**src/sgcr_pkg.sv**
```systemverilog
// constants for the global switch control register bank
`default_nettype none
package sgcr_pkg;
  // -----------------------------------------------------------------
  // register offsets
  // -----------------------------------------------------------------
  localparam logic [7:0] ADDR_FAMILY = 8'h00;
  localparam logic [7:0] ADDR_IDRUN = 8'h01;
  localparam logic [7:0] ADDR_GC0 = 8'h02;
  localparam logic [7:0] ADDR_GC1 = 8'h03;
  localparam logic [7:0] ADDR_GC2 = 8'h04;
  // -----------------------------------------------------------------
  // identity values (arbitrary, neutral)
  // -----------------------------------------------------------------
  localparam logic [7:0] FAMILY_CODE = 8'h5a;
  localparam logic [3:0] CHIP_CODE = 4'h6;
  localparam logic [2:0] REV_CODE = 3'h0;
  // -----------------------------------------------------------------
  // reset values and writable masks
  // -----------------------------------------------------------------
  localparam logic RUN_RST = 1'b1;
  localparam logic [7:0] GC0_RST = 8'h00;
  localparam logic [7:0] GC0_MASK = 8'hb8;
  localparam logic [7:0] GC1_RST = 8'h34;
  localparam logic [7:0] GC2_RST = 8'hf0;
  localparam logic [7:0] ZERO8 = 8'h00;
  // -----------------------------------------------------------------
  // field positions
  // -----------------------------------------------------------------
  localparam int RUN_BIT = 0;
  localparam int GC0_NEW_BACKOFF = 7;
  localparam int GC0_FLUSH_DYN = 5;
  localparam int GC0_FLUSH_STAT = 4;
  localparam int GC0_PASS_FC = 3;
  localparam int GC1_PASS_ALL = 7;
  localparam int GC1_TAIL_TAG = 6;
  localparam int GC1_TX_FC = 5;
  localparam int GC1_RX_FC = 4;
  localparam int GC1_LEN_CHECK = 3;
  localparam int GC1_AGE_EN = 2;
  localparam int GC1_FAST_AGE = 1;
  localparam int GC1_AGGR_BO = 0;
  localparam int GC2_VLAN_STRICT = 7;
  localparam int GC2_MC_STORM_OFF = 6;
  localparam int GC2_CS_BP = 5;
  localparam int GC2_FAIR = 4;
  localparam int GC2_NO_EXC_DROP = 3;
  localparam int GC2_HUGE = 2;
  localparam int GC2_LEGAL_MAX = 1;
  // -----------------------------------------------------------------
  // frame limits
  // -----------------------------------------------------------------
  localparam logic [10:0] LEN_HUGE = 11'h77c;
  localparam logic [10:0] LEN_DEFAULT = 11'h600;
  localparam logic [10:0] LEN_TAGGED = 11'h5f2;
  localparam logic [10:0] LEN_UNTAGGED = 11'h5ee;
  localparam logic [15:0] LEN_TYPE_LIMIT = 16'h05dc;
  localparam logic [4:0] EXC_COLLISIONS = 5'h10;
  // -----------------------------------------------------------------
  // timing
  // -----------------------------------------------------------------
  localparam int CLK_PERIOD_NS = 40;
  localparam int FAST_AGE_US = 800;
  localparam int FAST_AGE_CYC = (FAST_AGE_US * 1000) / CLK_PERIOD_NS;
  localparam int SLOW_AGE_CYC = 25000000;
endpackage
`default_nettype wire

```
**src/sgcr_age_if.sv**
```systemverilog
// carrier between the register bank and its aging timer
`timescale 1ns/10ps
`default_nettype none
interface sgcr_age_if;
  logic enable;
  logic fast;
  logic [31:0] fast_limit;
  logic [31:0] slow_limit;
  logic tick;
  modport ctrl (output enable, output fast, output fast_limit,
    output slow_limit, input tick);
  modport timer (input enable, input fast, input fast_limit,
    input slow_limit, output tick);
endinterface
`default_nettype wire

```
**src/sgcr_age_timer.sv**
```systemverilog
// aging tick divider with fast and slow periods
`timescale 1ns/10ps
`default_nettype none
module sgcr_age_timer (
  // clock and reset
  input wire logic clk,
  input wire logic rst,
  // control
  sgcr_age_if.timer age
);
  logic [31:0] cnt_reg;
  logic [31:0] cnt_next;
  logic fast_reg;
  logic tick_reg;
  wire logic [31:0] limit = age.fast ? age.fast_limit : age.slow_limit;
  wire logic at_end = (cnt_reg >= limit - 32'h00000001);
  wire logic restart = !age.enable || (age.fast != fast_reg);
  assign cnt_next = (restart || at_end) ? 32'h00000000
    : cnt_reg + 32'h00000001;
  assign age.tick = tick_reg;

  always_ff @(posedge clk) begin
    if (rst) begin
      cnt_reg <= 32'h00000000;
      fast_reg <= 1'b0;
      tick_reg <= 1'b0;
    end else begin
      cnt_reg <= cnt_next;
      fast_reg <= age.fast;
      tick_reg <= !restart && at_end;
    end
  end
endmodule
`default_nettype wire

```
**src/sgcr_global_regs.sv**
```systemverilog
// global identification and control register bank of the switch
//
// What this block does
// RL1 - engine forwards while run bit is one, reset one; cleared stops it
// RL2 - control0 bit 7 selects alternative back-off, else standard
// RL3 - control0 bit 5 flushes dynamically learned table entries
// RL4 - control0 bit 4 flushes static table entries
// RL5 - control0 bit 3 forwards flow-control frames, clear drops them
// RL6 - control1 bit 7 forwards errored frames, only with sniffer mode
// RL7 - control1 bit 6 enables tail tagging on processor port
// RL8 - control1 bit 5 clear stops pause generation, reset one
// RL9 - control1 bit 4 clear ignores received pause, reset one
// RL10 - control1 bit 3 drops frames whose length field mismatches
// RL11 - control1 bit 2 enables aging of learned entries, reset one
// RL12 - control1 bit 1 shortens aging period to 800 us
// RL13 - control1 bit 0 selects aggressive half-duplex back-off
// RL14 - control2 bit 7 keeps all frames inside port-VLAN, reset one
// RL15 - control2 bit 6 limits only broadcast; clear adds group frames
// RL16 - control2 bit 5 selects carrier-sense or collision backpressure
// RL17 - control2 bit 4 selects fair flow-control mode, default on
// RL18 - control2 bit 3 clear drops frames at 16 or more collisions
// RL19 - control2 bit 2 accepts up to 1916 bytes, overriding bit 1
// RL20 - bit 1 clear allows 1536; set limits 1522 tagged, 1518 untagged
// RL21 - identification shows chip code bits 7-4, revision bits 3-1
// RL22 - writes to read-only bits and control0 reserved bits are ignored; control2 bit 0 takes writes
// RL23 - eight-bit registers; globals at addresses 0x00 to 0x0F
`timescale 1ns/10ps
`default_nettype none
module sgcr_global_regs #(
  parameter int FAST_AGE_CYCLES = sgcr_pkg::FAST_AGE_CYC,
  parameter int SLOW_AGE_CYCLES = sgcr_pkg::SLOW_AGE_CYC
) (
  // clock and reset
  input wire logic CLK,
  input wire logic RST,
  // register port
  input wire logic [7:0] REG_ADDR,
  input wire logic REG_WR,
  input wire logic REG_RD,
  input wire logic [7:0] REG_WDATA,
  output logic [7:0] REG_RDATA,
  // engine controls
  output logic SWITCH_RUN,
  output logic ALT_BACKOFF,
  output logic FLUSH_DYNAMIC,
  output logic FLUSH_STATIC,
  output logic TAIL_TAG_EN,
  output logic TX_PAUSE_EN,
  output logic AGGR_BACKOFF,
  output logic VLAN_STRICT,
  output logic CS_BACKPRESSURE,
  output logic FAIR_MODE,
  output logic AGE_TICK,
  // frame to judge
  input wire logic FRAME_VALID,
  input wire logic [10:0] FRAME_LEN,
  input wire logic FRAME_TAGGED,
  input wire logic [15:0] FRAME_LEN_TYPE,
  input wire logic [10:0] FRAME_PAYLOAD_LEN,
  input wire logic FRAME_BAD,
  input wire logic FRAME_IS_FLOWCTL,
  input wire logic FRAME_IS_PAUSE,
  input wire logic DA_ALL_ONES,
  input wire logic DA_GROUP,
  input wire logic SNIFF_MODE,
  // frame decision
  output logic DEC_VALID,
  output logic DEC_FORWARD,
  output logic DEC_STORM,
  output logic PAUSE_ACT,
  // collision judgement
  input wire logic COLL_EVENT,
  input wire logic [4:0] COLL_COUNT,
  output logic COLL_DROP
);
  // -----------------------------------------------------------------
  // registers
  // -----------------------------------------------------------------
  logic run_reg;
  logic [7:0] gc0_reg;
  logic [7:0] gc1_reg;
  logic [7:0] gc2_reg;
  logic [7:0] rdata_reg;
  logic dvalid_reg;
  logic dfwd_reg;
  logic dstorm_reg;
  logic pause_reg;
  logic coll_reg;

  // -----------------------------------------------------------------
  // address decode
  // -----------------------------------------------------------------
  wire logic sel_idrun = (REG_ADDR == sgcr_pkg::ADDR_IDRUN);
  wire logic sel_gc0 = (REG_ADDR == sgcr_pkg::ADDR_GC0);
  wire logic sel_gc1 = (REG_ADDR == sgcr_pkg::ADDR_GC1);
  wire logic sel_gc2 = (REG_ADDR == sgcr_pkg::ADDR_GC2);
  wire logic [7:0] idrun_val = {sgcr_pkg::CHIP_CODE, sgcr_pkg::REV_CODE,
    run_reg}; // see RL21
  // unmapped and out-of-bank offsets read zero; see RL23
  wire logic [7:0] rd_mux =
    (REG_ADDR == sgcr_pkg::ADDR_FAMILY) ? sgcr_pkg::FAMILY_CODE :
    sel_idrun ? idrun_val :
    sel_gc0 ? gc0_reg :
    sel_gc1 ? gc1_reg :
    sel_gc2 ? gc2_reg : sgcr_pkg::ZERO8;
  // read-only and reserved bits masked off; see RL22
  wire logic [7:0] gc0_wr = REG_WDATA & sgcr_pkg::GC0_MASK;

  always_ff @(posedge CLK) begin
    if (RST) begin
      run_reg <= sgcr_pkg::RUN_RST;
      gc0_reg <= sgcr_pkg::GC0_RST;
      gc1_reg <= sgcr_pkg::GC1_RST;
      gc2_reg <= sgcr_pkg::GC2_RST;
      rdata_reg <= sgcr_pkg::ZERO8;
    end else begin
      if (REG_WR && sel_idrun) begin
        run_reg <= REG_WDATA[sgcr_pkg::RUN_BIT]; // see RL1
      end
      if (REG_WR && sel_gc0) begin
        gc0_reg <= gc0_wr; // see RL22
      end
      if (REG_WR && sel_gc1) begin
        gc1_reg <= REG_WDATA;
      end
      if (REG_WR && sel_gc2) begin
        gc2_reg <= REG_WDATA;
      end
      if (REG_RD) begin
        rdata_reg <= rd_mux;
      end
    end
  end

  // -----------------------------------------------------------------
  // control outputs
  // -----------------------------------------------------------------
  assign REG_RDATA = rdata_reg;
  assign SWITCH_RUN = run_reg; // see RL1
  assign ALT_BACKOFF = gc0_reg[sgcr_pkg::GC0_NEW_BACKOFF]; // see RL2
  assign FLUSH_DYNAMIC = gc0_reg[sgcr_pkg::GC0_FLUSH_DYN]; // see RL3
  assign FLUSH_STATIC = gc0_reg[sgcr_pkg::GC0_FLUSH_STAT]; // see RL4
  assign TAIL_TAG_EN = gc1_reg[sgcr_pkg::GC1_TAIL_TAG]; // see RL7
  assign TX_PAUSE_EN = gc1_reg[sgcr_pkg::GC1_TX_FC]; // see RL8
  assign AGGR_BACKOFF = gc1_reg[sgcr_pkg::GC1_AGGR_BO]; // see RL13
  assign VLAN_STRICT = gc2_reg[sgcr_pkg::GC2_VLAN_STRICT]; // see RL14
  assign CS_BACKPRESSURE = gc2_reg[sgcr_pkg::GC2_CS_BP]; // see RL16
  assign FAIR_MODE = gc2_reg[sgcr_pkg::GC2_FAIR]; // see RL17

  // -----------------------------------------------------------------
  // aging timer
  // -----------------------------------------------------------------
  sgcr_age_if age_bus ();
  assign age_bus.enable = gc1_reg[sgcr_pkg::GC1_AGE_EN]; // see RL11
  assign age_bus.fast = gc1_reg[sgcr_pkg::GC1_FAST_AGE]; // see RL12
  assign age_bus.fast_limit = FAST_AGE_CYCLES;
  assign age_bus.slow_limit = SLOW_AGE_CYCLES;
  assign AGE_TICK = age_bus.tick;

  sgcr_age_timer u_age (
    .clk (CLK),
    .rst (RST),
    .age (age_bus.timer)
  );

  // -----------------------------------------------------------------
  // frame judgement
  // -----------------------------------------------------------------
  wire logic huge_en = gc2_reg[sgcr_pkg::GC2_HUGE];
  wire logic legal_en = gc2_reg[sgcr_pkg::GC2_LEGAL_MAX];
  wire logic [10:0] legal_lim = FRAME_TAGGED ? sgcr_pkg::LEN_TAGGED
    : sgcr_pkg::LEN_UNTAGGED;
  wire logic [10:0] size_lim = huge_en ? sgcr_pkg::LEN_HUGE // see RL19
    : (legal_en ? legal_lim : sgcr_pkg::LEN_DEFAULT); // see RL20
  wire logic too_long = (FRAME_LEN > size_lim);
  wire logic len_bad = gc1_reg[sgcr_pkg::GC1_LEN_CHECK]
    && (FRAME_LEN_TYPE < sgcr_pkg::LEN_TYPE_LIMIT)
    && (FRAME_LEN_TYPE != {5'h00, FRAME_PAYLOAD_LEN}); // see RL10
  wire logic err_drop = FRAME_BAD
    && !(gc1_reg[sgcr_pkg::GC1_PASS_ALL] && SNIFF_MODE); // see RL6
  wire logic fc_drop = FRAME_IS_FLOWCTL
    && !gc0_reg[sgcr_pkg::GC0_PASS_FC]; // see RL5
  wire logic fwd = run_reg && !too_long && !len_bad && !err_drop
    && !fc_drop; // see RL1
  wire logic storm = DA_ALL_ONES
    || (!gc2_reg[sgcr_pkg::GC2_MC_STORM_OFF] && DA_GROUP); // see RL15
  wire logic pause_hit = FRAME_IS_PAUSE
    && gc1_reg[sgcr_pkg::GC1_RX_FC]; // see RL9
  wire logic coll_hit = COLL_EVENT
    && (COLL_COUNT >= sgcr_pkg::EXC_COLLISIONS)
    && !gc2_reg[sgcr_pkg::GC2_NO_EXC_DROP]; // see RL18

  always_ff @(posedge CLK) begin
    if (RST) begin
      dvalid_reg <= 1'b0;
      dfwd_reg <= 1'b0;
      dstorm_reg <= 1'b0;
      pause_reg <= 1'b0;
      coll_reg <= 1'b0;
    end else begin
      dvalid_reg <= FRAME_VALID;
      dfwd_reg <= FRAME_VALID && fwd;
      dstorm_reg <= FRAME_VALID && storm;
      pause_reg <= FRAME_VALID && pause_hit;
      coll_reg <= coll_hit;
    end
  end

  assign DEC_VALID = dvalid_reg;
  assign DEC_FORWARD = dfwd_reg;
  assign DEC_STORM = dstorm_reg;
  assign PAUSE_ACT = pause_reg;
  assign COLL_DROP = coll_reg;

  // -----------------------------------------------------------------
  // checks
  // -----------------------------------------------------------------
  logic [31:0] gap_reg;
  logic seen_reg;
  logic fast_on_reg;
  wire logic fast_on = gc1_reg[sgcr_pkg::GC1_AGE_EN]
    && gc1_reg[sgcr_pkg::GC1_FAST_AGE];
  always_ff @(posedge CLK) begin
    if (RST) begin
      gap_reg <= 32'h00000000;
      seen_reg <= 1'b0;
      fast_on_reg <= 1'b0;
    end else begin
      gap_reg <= (AGE_TICK || !fast_on) ? 32'h00000000
        : gap_reg + 32'h00000001;
      fast_on_reg <= fast_on;
      seen_reg <= fast_on && fast_on_reg && (seen_reg || AGE_TICK);
    end
  end
endmodule
`default_nettype wire

```
**config.mk**
```make
export PLATFORM = sky130hd
export DESIGN_NAME = sgcr_global_regs
export DESIGN_NICKNAME = d
export VERILOG_FILES = /design/src/sgcr_pkg.sv /design/src/sgcr_age_if.sv /design/src/sgcr_age_timer.sv /design/src/sgcr_global_regs.sv
export SDC_FILE = /design/constraint.sdc
export NUM_CORES = 1
export LEC_CHECK = 0
export BUFFER_PORTS_ARGS = -buffer_cell sky130_fd_sc_hd__buf_4
export CELL_PAD_IN_SITES_DETAIL_PLACEMENT = 1
export CELL_PAD_IN_SITES_GLOBAL_PLACEMENT = 1
export CORE_MARGIN = 8
export CORE_UTILIZATION = 39
export DETAILED_ROUTE_END_ITERATION = 16
export PLACE_DENSITY = 0.81
export REMOVE_ABC_BUFFERS = 1
export SLEW_MARGIN = 40
export SYNTH_ARGS = -nofsm -noshare
export SYNTH_HDL_FRONTEND = slang
export SYNTH_SLANG_ARGS = --single-unit
```
**constraint.sdc**
```tcl
create_clock -name CLK -period 2.5 [get_ports CLK]
set_input_delay 0.125 -clock CLK [delete_from_list [all_inputs] [get_ports CLK]]
set_output_delay 0.125 -clock CLK [all_outputs]
set_load 0.02 [all_outputs]
```
==> results of run 1 <==
[power groups by stage]
stage | Sequential (W) | Combinational, W | Clock [W]
after global placement | 0.00112 | 0.000188 | 0
after global routing | 0.00110 | 0.000216 | 0.000872
after detailed placement | 0.00112 | 0.000195 | 0
after floorplan | 0.00113 | 0.0000595 | 0
final | 0.00110 | 0.000198 | 0.000805
after CTS | 0.00110 | 0.000199 | 0.000820
[per-stage QoR]
| stage | setup WS [ps] | std cells | utilization (%) |
|---|---|---|---|
| 2_1_floorplan | 410 | 377 | - |
| 3_3_place_gp | 64.6 | 580 | 49.0 |
| 3_5_place_dp | 189 | 580 | 49.1 |
| 4_1_cts | 166 | 597 | 51.3 |
| 5_1_grt | 41.8 | 597 | 51.4 |
| 6_report | 202 | 597 | 51.4 |
[worst paths after layout]
| kind | startpoint | to | slack, ps | cells after the start |
|---|---|---|---|---|
| min | FRAME_IS_PAUSE | PAUSE_ACT | 30 | 2 |
| max reg2reg | gc1_reg[1] | u_age.cnt_reg[9] | 200 | 7 |
| min reg2reg | u_age.cnt_reg[0] | u_age.cnt_reg[0] | 460 | 1 |
| max | gc1_reg[1] | u_age.cnt_reg[9] | 200 | 7 |
[what timing repair did]
action                     CTS  global route
hold endpoints to repair     2             0
resized for setup            0             1
hold buffers                 2             0
setup endpoints to repair    0            26
[cell usage in the layout (no fill, tap or decap), drive strengths merged, types with 13 or more instances in the layout]
cell type	instances
buf	95
nor2	59
nand3	20
a21oi	21
nand4	13
xor2	28
clkbuf	13
ha	22
dfxtp	68
mux2i	13
nand2	19
[layer usage]
metal | share of wire [%] | track usage, %
met5 | 0 | 0
met4 | 1.7 | 6.17
met3 | 3.7 | 3.63
met2 | 53 | 29.7
met1 | 42 | 19.3
[worst reg2reg max path, cell delays in order, from the launching register on]
cell     delay [ps]
dfxtp_1         370
buf_4           200
ha_1            330
nand3_1          90
nor4_1          210
o21ai_0         240
o21ai_4         590
nor2_1          140
[cell type report]
class | instances | area, µm² | area share, %
timing repair buffer | 97 | 733 | 16.5
clock inverter | 2 | 10.0 | 0.226
multi-input combinational | 297 | 1990 | 44.9
tap | 108 | 135 | 3.04
sequential | 68 | 1360 | 30.7
inverter | 12 | 45.0 | 1.01
clock buffer | 13 | 159 | 3.58
[cells by family after synthesis]
family,after synthesis,share of synthesized area (%)
muxes,14,4.13
buffers and inverters,23,3.03
and+or+nand+nor,164,24.3
xor gates and xnor gates,36,9.20
DFF,68,39.7
other,1,0.109
AOI/OAI and AO/OA,55,11.5
adders and majority gates,22,8.03
==> key figures, run 1 <==
Routing
  • Pre-antenna DRT Iters: 4
  • Vias per cell: 5.27
  • DRC Markers: 0
  • Routed WL: 10,100 µm
  • 1st-iter DRT viols: 98
  • Drt wl/cell: 17.0 µm
  • Vias: 3,144
  • ANT nets after route: 0

Global routing
  • Gr ovfl total: 0
  • GRT Overall Usage: 16.7%
  • Largest net degree at the start of global routing: 34
  • Vias in the first global route: 3,342
  • Initial antenna violation count: 0
  • First-pass GRT wire length: 16,000 µm

Critical path
  • CP endpoint kind: flop
  • Arr. time, crit path: 2490 ps
  • CP max stage delay: 590 ps
  • Worst Path Required: 2700 ps
  • Setup Crit Path Kind: flop to flop
  • Crit start category: flop
  • CP max FO: 26
  • WP buf/inv: 1
  • Slowest cell on crit path: o21ai_4
  • Crit path max-delay family: compound AO/OA/AOI/OAI gates
  • Critical Path, Cell by Cell: buf_4 > ha_1 > nand3_1 > nor4_1 > o21ai_0 > o21ai_4 > nor2_1

Clocking
  • CTS Buf Count: 9
  • Root buf cell: clkbuf_8
  • TritonCTS clock tree: yes
  • Clock Tree Buf Depth: 2
  • Worst-skew pair later-pin latency: 340 ps
  • Setup Buffers After CTS: 0
  • Htree depth: 3
  • Worst-path clk slew: 70 ps
  • Sink Count: 68

Floorplan
  • Row cnt: 34
  • Starting Density: 39.7%
  • Die H: 110 µm
  • Die Area: 12,000 µm²
  • Die Span X: 110 µm
  • I/O Pins: 96
  • Total core area: 8640 µm²

Run
  • Max Cap Viol: 0

Synthesis
  • Synth Area per Inst: 8.95 µm²
  • Top FF cell, synth: dfxtp_1
  • YS warnings: 0
  • Most frequent cell after synthesis: dfxtp_1
  • Syn Std Cell Area: 3430 µm²
  • Synth cell types: 50
  • Sequential fraction of the synthesis area: 39.7%
  • Synth async-reset ratio: 0%
  • Synth top area cells: dfxtp_1, ha_1, xor2_1
  • Yosys top cell by area: dfxtp_1
  • Register bit total from synthesis: 68
  • Most frequent cells after synthesis: dfxtp_1, nor2_1, xor2_1, ha_1, a21oi_1
  • Synth top area share: 39.7%
  • EDFF count, synth: 0
  • Syn Inst Count: 383

Pwr
  • Net Sw Frac: 23.3%
  • Pwr/cell area: 473 nW/µm²
  • Seq pwr share: 52.2%
  • Leakage Power: 1.97 nW
  • Int Power: 0.00161 W
  • Worst vdd ir: 280 µV
  • Power, Total: 0.00210 W
  • Clk pwr share: 38.3%
  • Power share of the combinational group: 9.4%
  • NetSw: 0.000488 W

Placement
  • Post-DP HPWL: 7740 µm
  • GPL Wtd Cong: 0.766
  • IO buf count: 91
  • Placed Area: 4240 µm²

Timing
  • Clock skew: 9.89 ps
  • Fin. Hold Viols: 0
  • Total negative slack: 0 ps
  • Worst hold slack: 27.8 ps
  • Period utilization: 91.9%
  • Relative slew margins: 49.8%
  • Measured slew at the worst slew-check pin: 742 ps
  • RSZ-0062 raised after global routing: no
  • Final slew viol count: 0
  • Setup-failing EPs final: 0
  • Fin crit period: 2300 ps
  • Fmax: 435 MHz

Final layout
  • Max reg flops: 32
  • P&R area growth vs syn: 29.5%
  • Fillers: 1,051
  • Fraction of layout cells with a size suffix above 1: 23.3%
  • # diodes: 0
  • Final Cell Area: 4440 µm²
  • Layout Nets: 579

Hold path
  • Hold/Removal Path Class: input port to flop

Run status
  • Run status: finished clean
(Power assumes the default switching activity.)
==> run 2: changes to the inputs <==
--- a/config.mk
+++ b/config.mk
@@ -11,6 +11,7 @@
 export CORE_MARGIN = 8
 export CORE_UTILIZATION = 39
 export DETAILED_ROUTE_END_ITERATION = 16
+export MAX_ROUTING_LAYER = met4
 export PLACE_DENSITY = 0.81
 export REMOVE_ABC_BUFFERS = 1
 export SLEW_MARGIN = 40
==> key figures, run 2 (synthesized netlist as in run 1, its figures left out) <==
Run status
  • Run status: finished clean (unchanged)

Timing
  • Relative slew margins: 50.0% (was 49.8%)
  • Fin. Hold Viols: 0 (unchanged)
  • Worst Setup Slack, final: 207 ps (was 202 ps)
  • Period utilization: 91.7% (was 91.9%)
  • Worst hold slack: 27.8 ps (about the same)
  • Setup-failing EPs final: 0 (unchanged)
  • Total negative slack: 0 ps (unchanged)
  • Final slew viol count: 0 (unchanged)
  • Fmax: 436 MHz (was 435 MHz)
  • Fin crit period: 2290 ps (was 2300 ps)
  • Measured slew at the worst slew-check pin: 739 ps (was 742 ps)
  • Clock skew: 9.90 ps (was 9.89 ps)
  • RSZ-0062 raised after global routing: no (unchanged)

Routing
  • Vias: 3,135 (was 3,144)
  • Routed WL: 10,100 µm (about the same)
  • Drt wl/cell: 17.0 µm (about the same)
  • Pre-antenna DRT Iters: 4 (unchanged)
  • ANT nets after route: 0 (unchanged)
  • 1st-iter DRT viols: 96 (was 98)
  • DRC Markers: 0 (unchanged)
  • Vias per cell: 5.25 (was 5.27)

Global routing
  • Largest net degree at the start of global routing: 34 (unchanged)
  • First-pass GRT wire length: 16,000 µm (about the same)
  • GRT Overall Usage: 17.2% (was 16.7%)
  • Vias in the first global route: 3,346 (was 3,342)
  • Gr ovfl total: 0 (unchanged)
  • Initial antenna violation count: 0 (unchanged)

Floorplan
  • Die Span X: 110 µm (unchanged)
  • Die H: 110 µm (unchanged)
  • Die Area: 12,000 µm² (unchanged)
  • Starting Density: 39.7% (unchanged)
  • Total core area: 8640 µm² (unchanged)
  • Row cnt: 34 (unchanged)
  • I/O Pins: 96 (unchanged)

Placement
  • Placed Area: 4240 µm² (unchanged)
  • Post-DP HPWL: 7740 µm (unchanged)
  • IO buf count: 91 (unchanged)
  • Inst Count DP: 580 (unchanged)
  • Dpl ws: 189 ps (unchanged)
  • GPL Wtd Cong: 0.777 (was 0.766)

Final layout
  • Max reg flops: 32 (unchanged)
  • Fraction of layout cells with a size suffix above 1: 23.3% (unchanged)
  • Commonest cells after routing, fill and taps aside: buf_4, dfxtp_1, nor2_1, xor2_1, ha_1 (unchanged)
  • Filler-free cell count of the finished design: 597 (unchanged)
  • Commonest non-fill, non-tap cell in the layout: buf_4 (unchanged)
  • # diodes: 0 (unchanged)
  • Layout Nets: 579 (unchanged)
  • Fillers: 1,051 (unchanged)
  • P&R area growth vs syn: 29.5% (unchanged)
  • Final Cell Area: 4440 µm² (unchanged)

Clocking
  • Worst-skew pair later-pin latency: 340 ps (about the same)
  • Sink Count: 68 (unchanged)
  • TritonCTS clock tree: yes (unchanged)
  • Htree depth: 3 (unchanged)
  • Worst-path clk slew: 70 ps (about the same)
  • Root buf cell: clkbuf_8 (unchanged)
  • CTS Buf Count: 9 (unchanged)
  • Clock Tree Buf Depth: 2 (unchanged)

Critical path
  • Arr. time, crit path: 2490 ps (about the same)
  • Worst Path Required: 2700 ps (about the same)
  • Crit start category: flop (unchanged)
  • Setup Crit Path Kind: flop to flop (unchanged)
  • CP endpoint kind: flop (unchanged)
  • CP max FO: 26 (unchanged)

Run
  • Max Cap Viol: 0 (unchanged)

Pwr
  • Worst vdd ir: 280 µV (about the same)
  • Pwr/cell area: 473 nW/µm² (about the same)
  • Leakage Power: 1.97 nW (unchanged)

Hold path
  • Hold/Removal Path Class: input port to flop (unchanged)
[run 2: cell counts in the layout (fill, tap and decap cells not counted)]
No cell type changed its count.
[run 2: stage by stage]
stage	power, W	utilization, %
after CTS	0.00212	51.3
after global routing	0.00218	51.4
after global placement	0.00131	49.0
after floorplan	0.00119	-
final	0.00210	51.4
after detailed placement	0.00132	49.1
[run 2: what timing repair did]
item	4_1_cts	5_1_grt
endpoints found under the setup margin	0	26
endpoints found under the hold margin	2	0
buffers inserted	0	0
resized for setup	0	1
hold buffers	2	0
[run 2: final cells by class]
| class | instances | area, µm² | share of cell area [%] |
|---|---|---|---|
| Multi-Input combinational cell | 297 | 1990 | 44.9 |
| Sequential cell | 68 | 1360 | 30.7 |
| Timing Repair Buffer | 97 | 733 | 16.5 |
| Clock buffer | 13 | 159 | 3.58 |
| Tap cell | 108 | 135 | 3.04 |
| Inverter | 12 | 45.0 | 1.01 |
| Clock inverter | 2 | 10.0 | 0.226 |
[run 2: worst max-delay path, cell delays in order, from the launching register on]
cell	delay (ps)
dfxtp_1	360
buf_4	200
ha_1	330
nand3_1	90
nor4_1	210
o21ai_0	240
o21ai_4	590
nor2_1	130
[run 2: report_power, final]
group	internal (W)	leakage [nW]	switching [W]	total [W]
Sequential	0.00109	0.551	0.00000334	0.00110
Combinational	0.000111	1.33	0.0000867	0.000198
Clock	0.000407	0.0893	0.000399	0.000805
Total	0.00161	1.97	0.000489	0.00210
[run 2: worst paths after layout]
check / startpoint / endpoint / slack (ps) / cells after the start
setup / recovery: gc1_reg[1] / u_age.cnt_reg[9] / 210 / 7
hold reg to reg: u_age.cnt_reg[0] / u_age.cnt_reg[0] / 460 / 1
setup reg to reg: gc1_reg[1] / u_age.cnt_reg[9] / 210 / 7
hold / removal: FRAME_IS_PAUSE / PAUSE_ACT / 30 / 2
[run 2: routing by layer]
layer | wire, µm | vias up | share of wire, % | global-route usage (%)
met2 | 5390 | 44 | 53 | 29.6
met5 | 0 | - | 0 | -
met3 | 322 | 16 | 3.2 | 2.64
met1 | 4250 | 1521 | 42 | 19.5
met4 | 156 | 0 | 1.5 | 7.04
li1 | - | 1554 | - | -
==> run 3: changes to the inputs <==
--- a/config.mk
+++ b/config.mk
@@ -14,6 +14,7 @@
 export MAX_ROUTING_LAYER = met4
 export PLACE_DENSITY = 0.81
 export REMOVE_ABC_BUFFERS = 1
+export SETUP_SLACK_MARGIN = 0.3
 export SLEW_MARGIN = 40
 export SYNTH_ARGS = -nofsm -noshare
 export SYNTH_HDL_FRONTEND = slang
==> key figures, run 3 (synthesized netlist as in run 1, its figures left out) <==
Run status
  • Run status: finished clean (unchanged)

Global routing
  • Largest net degree at the start of global routing: 34 (unchanged)
  • First-pass GRT wire length: 16,400 µm (was 16,000 µm)
  • Gr ovfl total: 0 (unchanged)
  • GRT Overall Usage: 17.7% (was 17.2%)
  • Vias in the first global route: 3,394 (was 3,346)
  • Initial antenna violation count: 0 (unchanged)

Critical path
  • WP buf/inv: 3 (was 1)
  • Crit path max-delay family: compound AO/OA/AOI/OAI gates (unchanged)
  • Register-to-register setup slack: 350 ps (was 210 ps)
  • CP endpoint kind: flop (unchanged)
  • R2r startpoint: gc1_reg[1] (unchanged)
  • Reg2reg end: u_age.cnt_reg[0] (was u_age.cnt_reg[9])
  • Crit start category: flop (unchanged)
  • Setup Crit Path Kind: flop to flop (unchanged)
  • Critical Path, Cell by Cell: buf_8 > ha_4 > a2111o_1 > a2111oi_4 > buf_4 > o21ai_4 > clkbuf_16 > nor2_1 (was buf_4 > ha_1 > nand3_1 > nor4_1 > o21ai_0 > o21ai_4 > nor2_1)
  • CP max FO: 7 (was 26)
  • CP max stage delay: 450 ps (was 590 ps)
  • Arr. time, crit path: 2430 ps (was 2490 ps)
  • Worst Path Required: 2770 ps (was 2700 ps)
  • Slowest cell on crit path: a2111o_1 (was o21ai_4)
  • Worst reg2reg path depth: 8 (was 7)

Final layout
  • Max reg flops: 32 (unchanged)
  • Filler-free cell count of the finished design: 605 (was 597)
  • Layout Nets: 587 (was 579)
  • # diodes: 0 (unchanged)
  • P&R area growth vs syn: 34.7% (was 29.5%)
  • Fillers: 1,034 (was 1,051)
  • Fraction of layout cells with a size suffix above 1: 27.0% (was 23.3%)
  • Commonest non-fill, non-tap cell in the layout: buf_4 (unchanged)
  • Commonest cells after routing, fill and taps aside: buf_4, dfxtp_1, nor2_1, xor2_1, a21oi_1 (was buf_4, dfxtp_1, nor2_1, xor2_1, ha_1)

Routing
  • Drt wl/cell: 17.5 µm (was 17.0 µm)
  • 1st-iter DRT viols: 100 (was 96)
  • Vias: 3,208 (was 3,135)
  • ANT nets after route: 0 (unchanged)
  • Pre-antenna DRT Iters: 4 (unchanged)
  • Routed WL: 10,600 µm (was 10,100 µm)
  • DRC Markers: 0 (unchanged)
  • Vias per cell: 5.30 (was 5.25)

Floorplan
  • Total core area: 8640 µm² (unchanged)
  • Starting Density: 39.7% (unchanged)
  • Die Area: 12,000 µm² (unchanged)
  • I/O Pins: 96 (unchanged)
  • Row cnt: 34 (unchanged)
  • Die H: 110 µm (unchanged)
  • Die Span X: 110 µm (unchanged)

Timing
  • RSZ-0062 raised after global routing: yes (was no)
  • Setup-failing EPs final: 0 (unchanged)
  • Clock skew: 10.6 ps (was 9.90 ps)
  • Total negative slack: 0 ps (unchanged)
  • Final slew viol count: 0 (unchanged)
  • Relative slew margins: 50.2% (was 50.0%)
  • Fmax: 465 MHz (was 436 MHz)
  • Fin. Hold Viols: 0 (unchanged)
  • Fin crit period: 2150 ps (was 2290 ps)
  • Measured slew at the worst slew-check pin: 736 ps (was 739 ps)
  • Period utilization: 86.1% (was 91.7%)

Clocking
  • TritonCTS clock tree: yes (unchanged)
  • Worst-path clk slew: 70 ps (about the same)
  • Htree depth: 3 (unchanged)
  • Root buf cell: clkbuf_8 (unchanged)
  • Worst-skew pair later-pin latency: 340 ps (about the same)
  • Sink Count: 68 (unchanged)
  • CTS Buf Count: 9 (unchanged)
  • Clock Tree Buf Depth: 2 (unchanged)

Pwr
  • Leakage Power: 2.02 nW (was 1.97 nW)
  • Pwr/cell area: 456 nW/µm² (was 473 nW/µm²)
  • Worst vdd ir: 271 µV (was 280 µV)

Hold path
  • Hold/Removal Path Class: input port to flop (unchanged)
  • Hold Crit Start: FRAME_IS_PAUSE (unchanged)
  • Worst Hold End: PAUSE_ACT (unchanged)
  • Worst hold stages: 2 (unchanged)

Placement
  • GPL Wtd Cong: 0.777 (unchanged)
  • Inst Count DP: 580 (unchanged)
  • Post-DP HPWL: 7740 µm (unchanged)
  • IO buf count: 91 (unchanged)

Run
  • Max Cap Viol: 0 (unchanged)
[run 3: timing repair]
action                                  4_1_cts  5_1_grt
gates resized for setup                       4       20
gates cloned                                  1        1
pin swaps                                     2        6
hold buffers                                  2        0
buffers inserted                              2        4
endpoints found under the hold margin         2        0
endpoints found under the setup margin       26       27
[run 3: metrics by stage]
stage,total power [W],utilization (%),hold slack [ps],instance area [µm²],setup WS (ps)
finish,0.00210,53.4,24.4,4620,348
floorplan,0.00119,-,192,3390,410
CTS,0.00212,51.9,19.7,4480,339
global placement,0.00131,49.0,331,4240,64.6
global route,0.00218,53.4,26.2,4620,262
detailed placement,0.00132,49.1,339,4240,189
[run 3: power breakdown]
group,internal (W),switching [W]
logic,0.000113,0.0000880
clock network,0.000407,0.000402
registers,0.00109,0.00000340
total,0.00161,0.000493
[run 3: cell type report]
class / count / area, µm² / area share [%]
Clock inverter: 2 / 10.0 / 0.217
Clock buffer: 13 / 159 / 3.44
Tap cell: 108 / 135 / 2.93
Timing Repair Buffer: 104 / 827 / 17.9
Multi-Input combinational cell: 298 / 2070 / 44.9
Inverter: 12 / 45.0 / 0.976
Sequential cell: 68 / 1370 / 29.6
[run 3: routing by layer]
layer | share of wire [%] | vias to the layer above | global-route usage (%)
li1 | - | 1580 | -
met1 | 42 | 1555 | 19.8
met2 | 53 | 53 | 30.9
met3 | 3.2 | 20 | 2.64
met4 | 2.0 | 0 | 7.23
met5 | 0 | - | -
[run 3: worst max path at each step]
| stage | start | end | slack (ps) | cells past startpoint |
|---|---|---|---|---|
| finish | gc1_reg[1] | u_age.cnt_reg[0] | 350 | 8 |
| global route | gc1_reg[1] | u_age.cnt_reg[0] | 260 | 8 |
| CTS | gc1_reg[1] | u_age.cnt_reg[9] | 340 | 7 |
| detailed placement | gc1_reg[1] | u_age.cnt_reg[14] | 190 | 7 |
| global placement | gc1_reg[1] | u_age.cnt_reg[25] | 60 | 8 |
| floorplan | gc1_reg[1] | u_age.cnt_reg[10] | 410 | 7 |
